File: src/nbps_regs.svh
`ifndef NBPS_REGS_SVH
`define NBPS_REGS_SVH
// ****************************************
// register byte offsets
// ****************************************
`define NBPS_OFF_CTRL 8'h00
`define NBPS_OFF_DIV 8'h04
`define NBPS_OFF_VOLT 8'h08
`define NBPS_OFF_TMR 8'h0c
`define NBPS_OFF_RES 8'h10
`define NBPS_OFF_FIFO 8'h14
`define NBPS_OFF_STAT 8'h18
// ****************************************
// reset values
// ****************************************
`define NBPS_CTRL_RST 32'h0000_0001
`define NBPS_DIV_RST 32'h0004_0804
`define NBPS_VOLT_RST 32'h0000_4030
`define NBPS_TMR_RST 32'h0040_0100
`define NBPS_RES_RST 32'h0100_0100
`define NBPS_FIFO_RST 32'h0000_0101
`define NBPS_ZERO 32'h0000_0000
`define NBPS_CNT_ONE 16'h0001
`endif

File: src/nbps_pkg.sv
`default_nettype none
package nbps_pkg;
	// control word layout
	typedef struct packed {
		logic [13:0] rsvd;
		logic [2:0] graphics_activity_level;
		logic [3:0] core_threshold_state;
		logic core_if_gate_enable;
		logic dram_gate_enable;
		logic idle_gate_disable;
		logic nb_gate_enable;
		logic ramp_with_dll_relock;
		logic ramp_down_select;
		logic force_point_select;
		logic force_point_request;
		logic dma_blocks_transition;
		logic core_threshold_enable;
		logic opp_auto_disable;
	} nbps_ctrl_t;
	// divisor word layout
	typedef struct packed {
		logic [10:0] rsvd;
		logic [6:0] reduced_clock_divisor;
		logic [6:0] low_point_clock_divisor;
		logic [6:0] high_point_clock_divisor;
	} nbps_div_t;
	// voltage code word layout
	typedef struct packed {
		logic [15:0] rsvd;
		logic [7:0] low_point_voltage_code;
		logic [7:0] high_point_voltage_code;
	} nbps_volt_t;
	// timer, residency and fifo ratio word layouts
	typedef struct packed {
		logic [15:0] queue_gate_hysteresis;
		logic [15:0] all_idle_timer;
	} nbps_tmr_t;
	typedef struct packed {
		logic [15:0] high_point_min_residency;
		logic [15:0] low_point_min_residency;
	} nbps_res_t;
	typedef struct packed {
		logic [15:0] rsvd;
		logic [7:0] mem_fifo_ratio_den;
		logic [7:0] mem_fifo_ratio_num;
	} nbps_fifo_t;
	// status word layout
	typedef struct packed {
		logic [26:0] rsvd;
		logic clock_ramped;
		logic dram_gated;
		logic queue_gated;
		logic low_point_active;
		logic transition_in_flight;
	} nbps_stat_t;
	// supply request toward the regulator
	typedef struct packed {
		logic req;
		logic [7:0] code;
	} nbps_vreq_t;
	// transition sequencer states
	typedef enum logic [6:0] {
		NBPS_IDLE = 7'h01,
		NBPS_VUP = 7'h02,
		NBPS_SRE = 7'h04,
		NBPS_DIV = 7'h08,
		NBPS_MEM = 7'h10,
		NBPS_SRX = 7'h20,
		NBPS_VDN = 7'h40
	} nbps_state_t;
endpackage
`default_nettype wire

File: src/nbps.sv
// Function
// - two operating points, each with own clock divisor and voltage code
// - disable bit stops all autonomous operating-point changes
// - all cores at or below threshold performance may trigger low point
// - all cores idle for the idle timer interval may trigger low point
// - enabled graphics activity level decides whether graphics blocks the low point
// - no operating-point change while DRAM sits in self-refresh
// - after entering low point, stay until low residency expires
// - after entering high point, stay until high residency expires
// - DMA traffic or DMA pin holds off transitions when configured
// - first step of a transition sets the in-flight flag
// - going high, raise supply first and wait before touching clocks
// - stop traffic, self-refresh, divisor, memory update, release, resume
// - going low, lower supply last after traffic resumes
// - force request moves to selected point, ignoring other criteria
// - forced move waits for no transition in flight, no DMA and no self-refresh
// - active point is readable status
// - self-refresh with selected idle condition lowers clock to reduced divisor
// - self-refresh exit restores point divisor, after or with DLL relock
// - gate inbound queue clock when idle, no traffic, hysteresis elapsed
// - gate DRAM clock when enabled, queue gated and in self-refresh
// - gate core interface clock when enabled, or when queue gated, or when that core is off
`timescale 1ns/1ps
`default_nettype none
`include "nbps_regs.svh"
module nbps #(
	parameter int NCORES = 2
) (
	// clock and reset
	input wire logic pclk,
	input wire logic presetn,
	// apb slave
	input wire logic psel,
	input wire logic penable,
	input wire logic pwrite,
	input wire logic [7:0] paddr,
	input wire logic [31:0] pwdata,
	output logic [31:0] prdata,
	output logic pready,
	output logic pslverr,
	// core state
	input wire logic [NCORES*4-1:0] core_pstate,
	input wire logic [NCORES-1:0] core_idle,
	input wire logic [NCORES-1:0] core_off_idle,
	// graphics
	input wire logic gfx_enabled,
	input wire logic [2:0] gfx_activity,
	// traffic
	input wire logic dma_traffic,
	input wire logic dma_active_n,
	input wire logic nb_traffic,
	input wire logic queue_empty,
	// dram controller
	input wire logic dram_sr,
	output logic sr_req,
	input wire logic sr_ack,
	output logic mem_update_req,
	input wire logic mem_update_done,
	input wire logic dll_locked,
	// voltage regulator
	output nbps_pkg::nbps_vreq_t vreg,
	input wire logic volt_done,
	// clock control
	output logic [6:0] nb_div,
	output logic queue_gate,
	output logic dram_gate,
	output logic [NCORES-1:0] cif_gate
);
	import nbps_pkg::*;

	// ****************************************
	// register file
	// ****************************************
	nbps_ctrl_t ctrl;
	nbps_div_t divs;
	nbps_volt_t volt;
	nbps_tmr_t tmr;
	nbps_res_t res;
	nbps_fifo_t fifo;
	nbps_stat_t stat;
	nbps_state_t st;
	logic in_flight;
	logic low_active;
	logic div_low;
	logic target_low;
	logic clock_ramped;
	logic hit;
	logic [31:0] next_rdata;
	logic wr_en;

	// address decode and read mux
	always_comb begin
		hit = 1'b1;
		next_rdata = `NBPS_ZERO;
		if (paddr == `NBPS_OFF_CTRL) begin
			next_rdata = ctrl;
		end else if (paddr == `NBPS_OFF_DIV) begin
			next_rdata = divs;
		end else if (paddr == `NBPS_OFF_VOLT) begin
			next_rdata = volt;
		end else if (paddr == `NBPS_OFF_TMR) begin
			next_rdata = tmr;
		end else if (paddr == `NBPS_OFF_RES) begin
			next_rdata = res;
		end else if (paddr == `NBPS_OFF_FIFO) begin
			next_rdata = fifo;
		end else if (paddr == `NBPS_OFF_STAT) begin
			next_rdata = stat;
		end else begin
			hit = 1'b0;
		end
	end

	// zero wait state, error on unmapped
	assign pready = 1'b1;
	assign pslverr = psel & penable & ~hit;
	assign wr_en = psel & penable & pwrite & hit;

	// read data captured in setup phase
	always_ff @(posedge pclk or negedge presetn) begin
		if (!presetn) begin
			prdata <= `NBPS_ZERO;
		end else if (psel && !penable) begin
			prdata <= next_rdata;
		end
	end

	// writable registers, reserved bits kept zero
	always_ff @(posedge pclk or negedge presetn) begin
		if (!presetn) begin
			ctrl <= `NBPS_CTRL_RST;
			divs <= `NBPS_DIV_RST;
			volt <= `NBPS_VOLT_RST;
			tmr <= `NBPS_TMR_RST;
			res <= `NBPS_RES_RST;
			fifo <= `NBPS_FIFO_RST;
		end else if (wr_en) begin
			if (paddr == `NBPS_OFF_CTRL) begin
				ctrl <= pwdata;
				ctrl.rsvd <= '0;
			end else if (paddr == `NBPS_OFF_DIV) begin
				divs <= pwdata;
				divs.rsvd <= '0;
			end else if (paddr == `NBPS_OFF_VOLT) begin
				volt <= pwdata;
				volt.rsvd <= '0;
			end else if (paddr == `NBPS_OFF_TMR) begin
				tmr <= pwdata;
			end else if (paddr == `NBPS_OFF_RES) begin
				res <= pwdata;
			end else if (paddr == `NBPS_OFF_FIFO) begin
				fifo <= pwdata;
				fifo.rsvd <= '0;
			end
		end
	end

	// status view
	always_comb begin
		stat = `NBPS_ZERO;
		stat.transition_in_flight = in_flight;
		stat.low_point_active = low_active;
		stat.queue_gated = queue_gate;
		stat.dram_gated = dram_gate;
		stat.clock_ramped = clock_ramped;
	end

	// ****************************************
	// input conditioning
	// ****************************************
	logic dma_pin_meta;
	logic dma_pin;

	// two-stage synchroniser for the dma pin
	always_ff @(posedge pclk or negedge presetn) begin
		if (!presetn) begin
			dma_pin_meta <= 1'b1;
			dma_pin <= 1'b1;
		end else begin
			dma_pin_meta <= dma_active_n;
			dma_pin <= dma_pin_meta;
		end
	end

	logic all_idle;
	logic thr_ok;
	logic dma_any;

	// per-core threshold test
	always_comb begin
		thr_ok = ctrl.core_threshold_enable;
		for (int i = 0; i < NCORES; i++) begin
			if (core_pstate[i*4 +: 4] < ctrl.core_threshold_state) begin
				thr_ok = 1'b0;
			end
		end
	end

	assign all_idle = &core_idle;
	assign dma_any = dma_traffic | ~dma_pin;

	// ****************************************
	// timers
	// ****************************************
	logic [15:0] idle_cnt;
	logic [15:0] res_cnt;
	logic [15:0] hyst_cnt;
	logic idle_ok;
	logic hyst_ok;
	logic fin;

	// idle interval, restarts on any running core
	always_ff @(posedge pclk or negedge presetn) begin
		if (!presetn) begin
			idle_cnt <= '0;
		end else if (!all_idle) begin
			idle_cnt <= '0;
		end else if (idle_cnt < tmr.all_idle_timer) begin
			idle_cnt <= idle_cnt + `NBPS_CNT_ONE;
		end
	end
	assign idle_ok = all_idle && (idle_cnt >= tmr.all_idle_timer);

	// residency count loaded when a point is entered
	always_ff @(posedge pclk or negedge presetn) begin
		if (!presetn) begin
			res_cnt <= '0;
		end else if (fin) begin
			res_cnt <= target_low ? res.low_point_min_residency
				: res.high_point_min_residency;
		end else if (res_cnt != '0) begin
			res_cnt <= res_cnt - `NBPS_CNT_ONE;
		end
	end

	// queue-empty hysteresis
	always_ff @(posedge pclk or negedge presetn) begin
		if (!presetn) begin
			hyst_cnt <= '0;
		end else if (!(all_idle && queue_empty && !nb_traffic)) begin
			hyst_cnt <= '0;
		end else if (hyst_cnt < tmr.queue_gate_hysteresis) begin
			hyst_cnt <= hyst_cnt + `NBPS_CNT_ONE;
		end
	end
	assign hyst_ok = hyst_cnt >= tmr.queue_gate_hysteresis;

	// ****************************************
	// transition decision
	// ****************************************
	logic gfx_ok;
	logic want_low;
	logic auto_start;
	logic force_start;
	logic start;
	logic go_low;

	assign gfx_ok = !gfx_enabled || (gfx_activity <= ctrl.graphics_activity_level);
	assign want_low = (thr_ok || idle_ok) && gfx_ok;

	// autonomous trigger with residency, dma and self-refresh holds
	assign auto_start = !ctrl.opp_auto_disable
		&& (res_cnt == '0)
		&& !(ctrl.dma_blocks_transition && dma_any)
		&& !dram_sr
		&& (low_active ? !want_low : want_low);

	// forced trigger, select one means low point
	assign force_start = (ctrl.force_point_select != low_active)
		&& !dma_any && !dram_sr;

	assign start = ctrl.force_point_request ? force_start : auto_start;
	assign go_low = ctrl.force_point_request ? ctrl.force_point_select : !low_active;

	// ****************************************
	// transition sequencer
	// ****************************************
	assign fin = ((st == NBPS_SRX) && !sr_ack && !target_low)
		|| ((st == NBPS_VDN) && volt_done);

	always_ff @(posedge pclk or negedge presetn) begin
		if (!presetn) begin
			st <= NBPS_IDLE;
			in_flight <= 1'b0;
			low_active <= 1'b0;
			div_low <= 1'b0;
			target_low <= 1'b0;
			sr_req <= 1'b0;
			mem_update_req <= 1'b0;
			vreg <= '0;
		end else begin
			case (st)
				NBPS_IDLE: begin
					if (start) begin
						in_flight <= 1'b1;
						target_low <= go_low;
						if (go_low) begin
							sr_req <= 1'b1;
							st <= NBPS_SRE;
						end else begin
							vreg.req <= 1'b1;
							vreg.code <= volt.high_point_voltage_code;
							st <= NBPS_VUP;
						end
					end
				end
				NBPS_VUP: begin
					if (volt_done) begin
						vreg.req <= 1'b0;
						sr_req <= 1'b1;
						st <= NBPS_SRE;
					end
				end
				NBPS_SRE: begin
					if (sr_ack) begin
						st <= NBPS_DIV;
					end
				end
				NBPS_DIV: begin
					div_low <= target_low;
					mem_update_req <= 1'b1;
					st <= NBPS_MEM;
				end
				NBPS_MEM: begin
					if (mem_update_done) begin
						mem_update_req <= 1'b0;
						sr_req <= 1'b0;
						st <= NBPS_SRX;
					end
				end
				NBPS_SRX: begin
					if (!sr_ack) begin
						if (target_low) begin
							vreg.req <= 1'b1;
							vreg.code <= volt.low_point_voltage_code;
							st <= NBPS_VDN;
						end else begin
							in_flight <= 1'b0;
							low_active <= 1'b0;
							st <= NBPS_IDLE;
						end
					end
				end
				NBPS_VDN: begin
					if (volt_done) begin
						vreg.req <= 1'b0;
						in_flight <= 1'b0;
						low_active <= 1'b1;
						st <= NBPS_IDLE;
					end
				end
				default: begin
					st <= NBPS_IDLE;
				end
			endcase
		end
	end

	// ****************************************
	// clock ramping and gating
	// ****************************************
	logic ramp_idle;
	logic gate_ok;
	logic next_qgate;

	assign ramp_idle = ctrl.ramp_down_select || all_idle;

	// ramp flag follows self-refresh outside transitions
	always_ff @(posedge pclk or negedge presetn) begin
		if (!presetn) begin
			clock_ramped <= 1'b0;
		end else if (!clock_ramped) begin
			clock_ramped <= (st == NBPS_IDLE) && dram_sr && ramp_idle;
		end else if (!dram_sr && (ctrl.ramp_with_dll_relock || dll_locked)) begin
			clock_ramped <= 1'b0;
		end
	end

	// divisor output
	always_ff @(posedge pclk or negedge presetn) begin
		if (!presetn) begin
			nb_div <= '0;
		end else if (clock_ramped) begin
			nb_div <= divs.reduced_clock_divisor;
		end else begin
			nb_div <= div_low ? divs.low_point_clock_divisor
				: divs.high_point_clock_divisor;
		end
	end

	assign gate_ok = ctrl.nb_gate_enable && !ctrl.idle_gate_disable;
	assign next_qgate = gate_ok && !nb_traffic && queue_empty && all_idle && hyst_ok;

	// gate outputs
	always_ff @(posedge pclk or negedge presetn) begin
		if (!presetn) begin
			queue_gate <= 1'b0;
			dram_gate <= 1'b0;
			cif_gate <= '0;
		end else begin
			queue_gate <= next_qgate;
			dram_gate <= ctrl.dram_gate_enable && next_qgate && dram_sr;
			for (int i = 0; i < NCORES; i++) begin
				cif_gate[i] <= ctrl.core_if_gate_enable || next_qgate || core_off_idle[i];
			end
		end
	end

	// ****************************************
	// assertions
	// ****************************************
	a_auto_disable_holds: assert property (@(posedge pclk) disable iff (!presetn)
		(st == NBPS_IDLE && ctrl.opp_auto_disable && !ctrl.force_point_request) |=> st == NBPS_IDLE)
		else $error("autonomous change while disabled");
	a_sr_blocks_start: assert property (@(posedge pclk) disable iff (!presetn)
		(st == NBPS_IDLE && dram_sr) |=> st == NBPS_IDLE)
		else $error("transition started in self-refresh");
	a_residency_holds: assert property (@(posedge pclk) disable iff (!presetn)
		(st == NBPS_IDLE && res_cnt != '0 && !ctrl.force_point_request) |=> !in_flight)
		else $error("transition inside residency");
	a_flight_first: assert property (@(posedge pclk) disable iff (!presetn)
		(st == NBPS_IDLE && start) |=> in_flight && !low_active == target_low)
		else $error("in-flight not set at start");
	a_supply_up_first: assert property (@(posedge pclk) disable iff (!presetn)
		(st == NBPS_VUP && !volt_done) |=> !sr_req && nb_div == $past(nb_div))
		else $error("clocks touched before supply up");
	a_mem_in_refresh: assert property (@(posedge pclk) disable iff (!presetn)
		mem_update_req |-> sr_req && div_low == target_low)
		else $error("memory update outside self-refresh");
	a_supply_down_last: assert property (@(posedge pclk) disable iff (!presetn)
		(st == NBPS_VDN) |-> vreg.req && !sr_req && !mem_update_req && target_low)
		else $error("supply lowered before traffic resumed");
	a_force_dma_wait: assert property (@(posedge pclk) disable iff (!presetn)
		(st == NBPS_IDLE && ctrl.force_point_request && dma_any) |=> st == NBPS_IDLE)
		else $error("forced move during dma");
	a_ramp_divisor: assert property (@(posedge pclk) disable iff (!presetn)
		$rose(clock_ramped) |=> nb_div == divs.reduced_clock_divisor)
		else $error("reduced divisor not applied");
	a_dram_gate_deps: assert property (@(posedge pclk) disable iff (!presetn)
		dram_gate |-> queue_gate && $past(dram_sr))
		else $error("dram gated without queue gate");
	a_finish_status: assert property (@(posedge pclk) disable iff (!presetn)
		fin |=> !in_flight && low_active == $past(target_low))
		else $error("status not updated at finish");
endmodule
`default_nettype wire

File: config.mk
export PLATFORM = sky130hd
export DESIGN_NAME = nbps
export DESIGN_NICKNAME = d
export VERILOG_FILES = /design/src/nbps_pkg.sv /design/src/nbps.sv
export VERILOG_INCLUDE_DIRS = /design/src
export SDC_FILE = /design/constraint.sdc
export NUM_CORES = 1
export LEC_CHECK = 0
export BUFFER_PORTS_ARGS = -buffer_cell sky130_fd_sc_hd__clkbuf_2
export CORE_MARGIN = 2
export CORE_UTILIZATION = 60
export DETAILED_ROUTE_END_ITERATION = 10
export GPL_TIMING_DRIVEN = 0
export PLACE_DENSITY = 0.87
export SETUP_SLACK_MARGIN = 0.4
export SLEW_MARGIN = 20
export SYNTH_ARGS = -nofsm -noshare
export SYNTH_HDL_FRONTEND = slang
export SYNTH_SLANG_ARGS = --single-unit
export TNS_END_PERCENT = 5
File: constraint.sdc
create_clock -name pclk -period 3.6 [get_ports pclk]
set_clock_uncertainty 0.05 [all_clocks]
set_input_delay 0.9 -clock pclk [delete_from_list [all_inputs] [get_ports pclk]]
set_output_delay 0.9 -clock pclk [all_outputs]
set_load 0.03 [all_outputs]
==> results of run 1 <==
## cell usage after synthesis (all sizes together) (17+ instances only)
cell type	instances
dfrtp	235
mux2	141
nand2	118
nor2	66
o21ai	62
inv	58
a22oi	47
ha	44
a21oi	43
clkbuf	43
mux2i	25
nor3	20
xnor2	17
## critical path: stages (launching register included)
cell and delay [ps]:
dfrtp_1 420, inv_1 80, ha_1 290, or4b_1 520, nor4_4 260, buf_4 210
nand2_2 70, nor4_1 200, mux2i_1 210, a31oi_4 390, mux2_2 390
## final cells by class
type / count / area, µm²
inverter: 58 / 217.7
tap: 270 / 337.8
fill: 1362 / 5857
clock buffer: 39 / 780.7
sequential: 251 / 6301
antenna: 1 / 2.502
clock inverter: 11 / 136.4
buffer: 54 / 214.0
timing repair buffer: 128 / 699.4
multi-input combinational: 796 / 5818
## flip-flops by register name (all words and copies together), names as in the netlist, 2 cells and up
register and flops:
hyst_cnt 16, nb_div 7, ctrl 18, vreg 9
cif_gate 2, res_cnt 16, res 32, prdata 32
tmr 32, fifo 16, idle_cnt 16, divs 21
st 7, volt 16
## per-layer routing
| layer | global-route usage | wire length, µm | vias to the layer above | part of all wire |
|---|---|---|---|---|
| li1 | - | - | 4508 | - |
| met1 | 0.4259 | 13370 | 5057 | 0.38 |
| met2 | 0.5394 | 17140 | 609 | 0.48 |
| met3 | 0.06166 | 3462 | 112 | 0.097 |
| met4 | 0.1467 | 1620 | 0 | 0.046 |
| met5 | 0 | 0 | - | 0 |
## stage by stage
step	power (mW)	setup slack, ps	utilization
floorplan	3.539	620.1	-
detailed placement	3.831	-218.2	0.6657
finish	6.672	369.4	0.7124
global route	6.900	236.6	0.7123
CTS	6.666	275.4	0.7115
global placement	3.794	-3427	0.6623
## power by group through the flow
stage	logic [mW]	registers, mW	clock network [mW]
floorplan	0.469	3.07	0
global placement	0.724	3.07	0
detailed placement	0.755	3.08	0
CTS	0.766	3.03	2.87
global route	0.857	3.05	3.00
finish	0.781	3.03	2.86
## worst paths after layout
path,startpoint,to,slack [ps]
max in group asynchronous,presetn,tmr[22]$_DFFE_PN1P_,1820
min reg2reg,dma_pin_meta$_DFF_PN1_,dma_pin$_DFF_PN1_,310
min in group asynchronous,presetn,res_cnt[7]$_DFFE_PN0P_,330
min,dma_pin_meta$_DFF_PN1_,dma_pin$_DFF_PN1_,310
max reg2reg,res_cnt[0]$_DFFE_PN0P_,vreg[7]$_DFFE_PN0P_,370
max,res_cnt[0]$_DFFE_PN0P_,vreg[7]$_DFFE_PN0P_,370
## logic make-up (layout without fill, tap and decap cells)
group	after synthesis	in the layout	share of synthesized area
adders and majority gates	44	44	0.04394
AOI/OAI and AO/OA	232	232	0.1237
and+or+nand+nor	322	322	0.1266
other	1	2	0.0002993
xor gates and xnor gates	31	31	0.02167
muxes	166	166	0.1467
buffers and inverters	112	290	0.03415
DFF	251	251	0.5029
## repair_timing
action                     in CTS  in global routing
setup endpoints to repair      19                 71
hold buffers                    0                  0
setup buffers                   2                  0
pin swaps                       1                  0
gates resized for setup         0                  6
==> impl_metrics.ini, run 1 <==
[routing]
vias = 10286
wl_um = 35590
drc_errors = 0
viasPerCell = 6.397
ant_nets = 0
drtIter0Drc = 929
drt_pre_antenna_iters = 6
wl_per_cell_um = 22.13

[cts]
clock_latency_ps = 550
cts_buffer_depth = 3
cts_sinks = 251
cts_buffers = 27
clk_pin_slew_worst_paths_ps = 60
root_buffer = clkbuf_16
htreeDepth = 1
cts_tree = yes

[placement]
place_area_um2 = 13560
hpwlAfterDp_um = 25460
portBuffers = 124
place.gp.congestion = 0.8863
dp_cells = 1555

[worst_setup_path]
cp-start-kind = flip-flop
required_ps = 3960
reg2reg_depth = 10
cp.arrival_ps = 3590
endpoint_kind = flip-flop
cp_max_fo = 9
critPathKind = flip-flop to flip-flop

[yosys]
yosysTopAreaCellShare = 0.4693
yosys_warnings = 0
yosys.area.top_type = dfrtp_1
ys_async_sr_fraction = 1.000
syn_area_um2 = 12530
synth-seq-cells = 251
syn_inst = 1159
synth_nets = 1273
ys.flop_type = dfrtp_1
yosysSeqAreaShare = 0.5029
yosysUniqueCellTypes = 65
synth.avg_cell_area_um2 = 10.81
synth_edf_count = 0
synthTopCellsByArea = dfrtp_1 (47%), mux2_2 (13%), ha_1 (4.4%)

[power]
pwr-share-seq = 0.455
p_leak_nw = 6.941
p_int_mw = 4.938
p_comb_frac = 0.117
power_density_nw_per_um2 = 459.9
p_switching_mw = 1.734
p_clk_frac = 0.428
sw_frac_of_total = 0.2599
peakVddDrop_mv = 0.3751

[floorplanning]
start_util = 0.6153
core-area_um2 = 20360
dieArea_um2 = 22050
rows = 52
pin_count = 126
die_h_um = 148.5
die_w_um = 148.5

[timing]
max_freq_mhz = 309.5
setup_viol = 0
rsz0062_at_grt = yes
slew_violations = 0
fin_crit_ps = 3231
slew_headroom = 0.4437
finalHoldViolations = 0
fin_crit_sh = 0.8974
tns_ps = 0
tightestPinTransition_ps = 834.5
hold_slack_ps = 310.4

[final_layout]
fin_cells = 1608
design_area_um2 = 14510
synthToLayoutAreaGrowth_pct = 15.79
layout-drive-gt1-share = 0.2640
final_nets = 1430
final_common_cell = dfrtp_1
final_cell_mix = dfrtp_1 (235), mux2_2 (141), clkbuf_2 (126)

[worst_hold_path]
hp-class = flip-flop to flip-flop
hold_depth = 0

[status]
outcome = completed

[grt]
grt_start_max_net_pins = 94
antenna_found_initial = 1
grt_pass1_vias = 10368
grt_pass1_wl_um = 56190
grt-ovfl-total = 0
grtUsageTotal = 0.3276

[run]
drv_cap = 0
Note: power is estimated with default switching activity, not from simulation.
==> run 2, diff against run 1 <==
- GPL_TIMING_DRIVEN: 0 -> default
==> run 2 against run 1 <==
Net effect: global-route usage down 1.6 points; clock power shrank 6%; sequential share of layout area is 0.33 points higher; utilization down 0.54 points; die area stayed put; combinational power is 4.6% lower; critical path type unchanged.
==> impl_metrics.ini, run 2 (same netlist as run 1, synthesis figures left out) <==
[power]
sw_frac_of_total = 0.2597
p_clk_frac = 0.413
p_switching_mw = 1.684
pwr-share-seq = 0.472
p_leak_nw = 6.918
p_int_mw = 4.801
peakVddDrop_mv = 0.3127
p_comb_frac = 0.115
power_density_nw_per_um2 = 450.5

[floorplanning]
die_w_um = 148.5
pin_count = 126
dieArea_um2 = 22050
rows = 52
core-area_um2 = 20360
die_h_um = 148.5
start_util = 0.6153

[final_layout]
n_fill_cell = 1416
final_nets = 1396
multi_input_area_um2 = 5848
final_common_cell = dfrtp_1
ff_latch_area_um2 = 6301
synthToLayoutAreaGrowth_pct = 14.91
final_cell_mix = dfrtp_1 (235), mux2_2 (141), clkbuf_2 (123)
layout-drive-gt1-share = 0.2831
top_regs = prdata x32, res x32, tmr x32

[cts]
root_buffer = clkbuf_16
clk_pin_slew_worst_paths_ps = 60
cts_tree = yes
clock_latency_ps = 520
cts_buffers = 25
cts_sinks = 251
htreeDepth = 1
cts_buffer_depth = 3

[timing]
tns_ps = 0
setup_viol = 0
max_freq_mhz = 316.5
setup_slack_ps = 440.8
fin_crit_sh = 0.8776
fin_crit_ps = 3159
slew_violations = 0
slew_headroom = 0.4878
rsz0062_at_grt = yes
tightestPinTransition_ps = 761.3
finalHoldViolations = 0

[worst_setup_path]
cp.arrival_ps = 3510
crit_path_start = res_cnt[0]$_DFFE_PN0P_
cp_max_fo = 6
timing.rr.end = vreg[5]$_DFFE_PN0P_
reg2reg_depth = 10
crit_end = vreg[5]$_DFFE_PN0P_
endpoint_kind = flip-flop
r2r-start = res_cnt[0]$_DFFE_PN0P_
r2r_setup_slack_ps = 440
required_ps = 3950
cp-start-kind = flip-flop
critPathKind = flip-flop to flip-flop

[grt]
antenna_found_initial = 2
grtUsageTotal = 0.3112
grt_pass1_vias = 10080
grt_start_max_net_pins = 72
grt-ovfl-total = 0
grt_pass1_wl_um = 53840

[placement]
hpwlAfterDp_um = 23540
place.gp.congestion = 0.9276
portBuffers = 124
pre_cts_ws_ps = 190.1

[routing]
wl_um = 33910
viasPerCell = 6.399
ant_nets = 0
drtIter0Drc = 927
drc_errors = 0
wl_per_cell_um = 21.57
drt_pre_antenna_iters = 6
vias = 10060

[run]
drv_cap = 0

[worst_hold_path]
hp-class = input port to asynchronous set/reset pin

[status]
outcome = completed
-- run 2: cell types whose count changed in the layout (fill, tap and decap cells not counted), moves of 2 or more --
cell and change:
clkbuf_1 -43, buf_4 +19, buf_1 -6, clkbuf_8 -6, clkinv_2 +4, buf_12 +3
buf_2 -3, clkbuf_2 -3, buf_16 -2, clkbuf_16 -2
-- run 2: repair_timing --
| item | 4_1_cts | 5_1_grt |
|---|---|---|
| setup endpoints to repair | 0 | 8 |
| hold buffers | 0 | 0 |
| resized for setup | 0 | 2 |
| buffers inserted | 0 | 1 |
-- run 2: how the worst min path moves through the flow --
stage                                start                   to  slack (ps)  cells after the start
global route        dma_pin_meta$_DFF_PN1_    dma_pin$_DFF_PN1_         310                      0
detailed placement  dma_pin_meta$_DFF_PN1_    dma_pin$_DFF_PN1_         300                      0
CTS                 dma_pin_meta$_DFF_PN1_    dma_pin$_DFF_PN1_         310                      0
floorplan           dma_pin_meta$_DFF_PN1_    dma_pin$_DFF_PN1_         300                      0
finish                             presetn  tmr[19]$_DFFE_PN0P_         290                      1
global placement    dma_pin_meta$_DFF_PN1_    dma_pin$_DFF_PN1_         300                      0
-- run 2: routing by layer --
layer / part of all wire / global-route usage / routed length, µm / up-vias
li1: - / - / - / 4438
met1: 0.39 / 0.4182 / 13270 / 4997
met2: 0.49 / 0.5169 / 16560 / 524
met3: 0.079 / 0.04018 / 2679 / 101
met4: 0.041 / 0.1271 / 1401 / 0
met5: 0 / 0 / 0 / -
-- run 2: per-stage QoR --
step	cells	total power, mW	cell area [µm²]	hold slack, ps	utilization
2_1_floorplan	1159	3.539	12530	295.2	-
3_3_place_gp	1523	3.783	13530	300.2	0.6642
3_5_place_dp	1523	3.815	13530	299.9	0.6642
4_1_cts	1568	6.462	14360	312.6	0.7050
5_1_grt	1572	6.688	14400	314.4	0.7070
6_report	1572	6.486	14400	286.3	0.7070
-- run 2: power groups by stage --
stage,registers (mW),clock network [mW],logic (mW)
6_report,3.06,2.68,0.745
5_1_grt,3.08,2.80,0.808
4_1_cts,3.06,2.69,0.713
3_5_place_dp,3.11,0,0.708
3_3_place_gp,3.10,0,0.683
2_1_floorplan,3.07,0,0.469
-- run 2: final cells by class --
type | count | area share
inverter | 58 | 0.01512
clock buffer | 30 | 0.04545
sequential | 251 | 0.4376
tap | 270 | 0.02346
clock inverter | 15 | 0.01234
timing repair buffer | 149 | 0.05944
multi-input combinational | 797 | 0.4062
antenna | 2 | 0.0003476
-- run 2: worst max-delay path, stage by stage, from the launching register on --
cell     delay (ps)
dfrtp_1         410
inv_1            80
ha_1            260
or4b_1          510
nor4_4          260
buf_4           210
nand2_2          80
nor4_1          210
mux2i_1         280
a31oi_4         310
mux2_2          380
==> run 3, diff against run 2 <==
--- a/config.mk
+++ b/config.mk
@@ -8,8 +8,10 @@
 export LEC_CHECK = 0
 export BUFFER_PORTS_ARGS = -buffer_cell sky130_fd_sc_hd__clkbuf_2
+export CELL_PAD_IN_SITES_DETAIL_PLACEMENT = 2
+export CELL_PAD_IN_SITES_GLOBAL_PLACEMENT = 2
 export CORE_MARGIN = 2
-export CORE_UTILIZATION = 60
+export CORE_UTILIZATION = 35
 export DETAILED_ROUTE_END_ITERATION = 10
-export PLACE_DENSITY = 0.87
+export PLACE_DENSITY = 0.82
 export SETUP_SLACK_MARGIN = 0.4
 export SLEW_MARGIN = 20
==> constraint.sdc (replaced) <==
create_clock -name pclk -period 2.6 [get_ports pclk]
set_clock_uncertainty 0.05 [all_clocks]
set_input_delay 0.26 -clock pclk [delete_from_list [all_inputs] [get_ports pclk]]
set_output_delay 0.26 -clock pclk [all_outputs]
set_load 0.03 [all_outputs]
==> run 3 against run 2 <==
Net effect: total power rose by 54%; setup slack lost 940 ps; sequential share of layout area shrank 5.5 points; clock power is 56% higher; non-clock buffer count up 92; hold slack worse by 270 ps; register-to-register slack got worse by 940 ps; highest routed layer unchanged; utilization down 24 points; first-iteration DRC count shrank 33%; clock-buffer cell count grew 9; the flow now finishes with violations (setup timing); critical path type unchanged.
==> impl_metrics.ini, run 3 (same netlist as run 1, synthesis figures left out) <==
[final_layout]
final_common_cell = dfrtp_1
fin_cells = 1858
design_area_um2 = 16480
final_nets = 1492
synthToLayoutAreaGrowth_pct = 31.57
final_cell_mix = dfrtp_1 (228), mux2_2 (132), clkbuf_2 (123)
top_regs = prdata x32, res x32, tmr x32
final_util = 0.4657
layout-drive-gt1-share = 0.4016
diodes = 0

[timing]
fin_crit_ps = 3098
slew_violations = 0
setup_viol = 17
rsz0062_at_grt = yes
tightestPinTransition_ps = 871.0
finalHoldViolations = 0
max_freq_mhz = 322.8
fin_crit_sh = 1.191
slew_headroom = 0.4176
setup_slack_ps = -497.6

[floorplanning]
pin_count = 126
rows = 69
dieArea_um2 = 37330
core-area_um2 = 35400
die_w_um = 193.2
die_h_um = 193.2
start_util = 0.3540

[worst_hold_path]
hp-class = input port to flip-flop
hold_path_startpoint = pwdata[7]

[worst_setup_path]
crit_path_start = res_cnt[0]$_DFFE_PN0P_
slowest_delay_ps = 470
cp_cell_sequence = inv_2, ha_4, or4b_4, nor4_4, buf_4, nor2b_1, a311oi_4, a31oi_4, mux2_4
required_ps = 2980
cp_max_fo = 5
critPathKind = flip-flop to flip-flop
r2r-start = res_cnt[0]$_DFFE_PN0P_
crit_slowest_cell = or4b_4
cp.arrival_ps = 3480
endpoint_kind = flip-flop
cp-start-kind = flip-flop

[cts]
cts_buffer_depth = 3
root_buffer = clkbuf_16
cts_buffers = 29
clock_latency_ps = 550
cts_sinks = 251
htreeDepth = 1
clk_pin_slew_worst_paths_ps = 60
cts_tree = yes

[grt]
grtUsageTotal = 0.2814
grt_pass1_vias = 12436
antenna_found_initial = 0
grt_pass1_wl_um = 80750
grt-ovfl-total = 0
grt_start_max_net_pins = 64

[routing]
wl_um = 53400
ant_nets = 0
viasPerCell = 5.820
vias = 10813
wl_per_cell_um = 28.74
drt_pre_antenna_iters = 5
drc_errors = 0
drtIter0Drc = 617

[placement]
place.gp.congestion = 0.8146
place_area_um2 = 14300
hpwlAfterDp_um = 33890
portBuffers = 124
pre_cts_ws_ps = -503.0
dp_cells = 1775

[status]
outcome = finished with violations
violations = setup timing

[power]
peakVddDrop_mv = 0.4421
p_leak_nw = 7.752
power_mw = 9.983
power_density_nw_per_um2 = 605.6

[run]
drv_cap = 0
run 3: repair_timing:
item | 4_1_cts | 5_1_grt
hold buffers | 25 | 0
setup endpoints to repair | 64 | 70
gates cloned | 1 | 0
gates resized for setup | 107 | 68
endpoints found under the hold margin | 104 | 0
setup buffers | 5 | 2
pin swaps | 60 | 95
run 3: cell type report:
class | count | area, µm²
repair buffers | 241 | 1705
clock buffers | 39 | 843.3
flip-flops and latches | 251 | 6310
inverters | 58 | 217.7
multi-input cells | 797 | 6716
fillers | 3560 | 18910
well taps | 461 | 576.8
clock inverters | 11 | 115.1
run 3: power breakdown:
part / total, mW / internal (mW) / switching [mW]
clock: 4.19 / 2.45 / 1.74
sequential: 4.26 / 4.05 / 0.205
combinational: 1.53 / 0.623 / 0.912
run 3: worst paths after layout:
| check | endpoint | slack (ps) | cells after the start |
|---|---|---|---|
| min reg2reg | dma_pin$_DFF_PN1_ | 310 | 0 |
| min in group asynchronous | prdata[17]$_DFFE_PN0P_ | 190 | 2 |
| max reg2reg | vreg[1]$_DFFE_PN0P_ | -500 | 9 |
| max | vreg[1]$_DFFE_PN0P_ | -500 | 9 |
| max in group asynchronous | dma_pin_meta$_DFF_PN1_ | 1460 | 3 |
| min | volt[7]$_DFFE_PN0P_ | 20 | 2 |
run 3: layer usage:
| layer | up-vias | global-route usage | wire (µm) |
|---|---|---|---|
| li1 | 4611 | - | - |
| met1 | 5691 | 0.3282 | 20530 |
| met2 | 364 | 0.5148 | 28020 |
| met3 | 147 | 0.03347 | 2148 |
| met4 | 0 | 0.1286 | 2711 |
| met5 | - | 0 | 0 |
run 3: metrics by stage:
stage | hold slack, ps | TNS [ps]
final | 18.16 | -5371
after global routing | 15.43 | -6276
after CTS | 2.077 | -3001
after detailed placement | 194.6 | -5280
after global placement | 187.4 | -2720
after floorplan | -85.59 | -1243
run 3: critical path, delay by kind of cell, from the launching register on:
family | cells | cell delay (ps)
AOI/OAI and AO/OA | 2 | 570
adders and majority gates | 1 | 140
buffers and inverters | 2 | 330
DFF | 1 | 410
muxes | 1 | 340
and+or+nand+nor | 3 | 1130
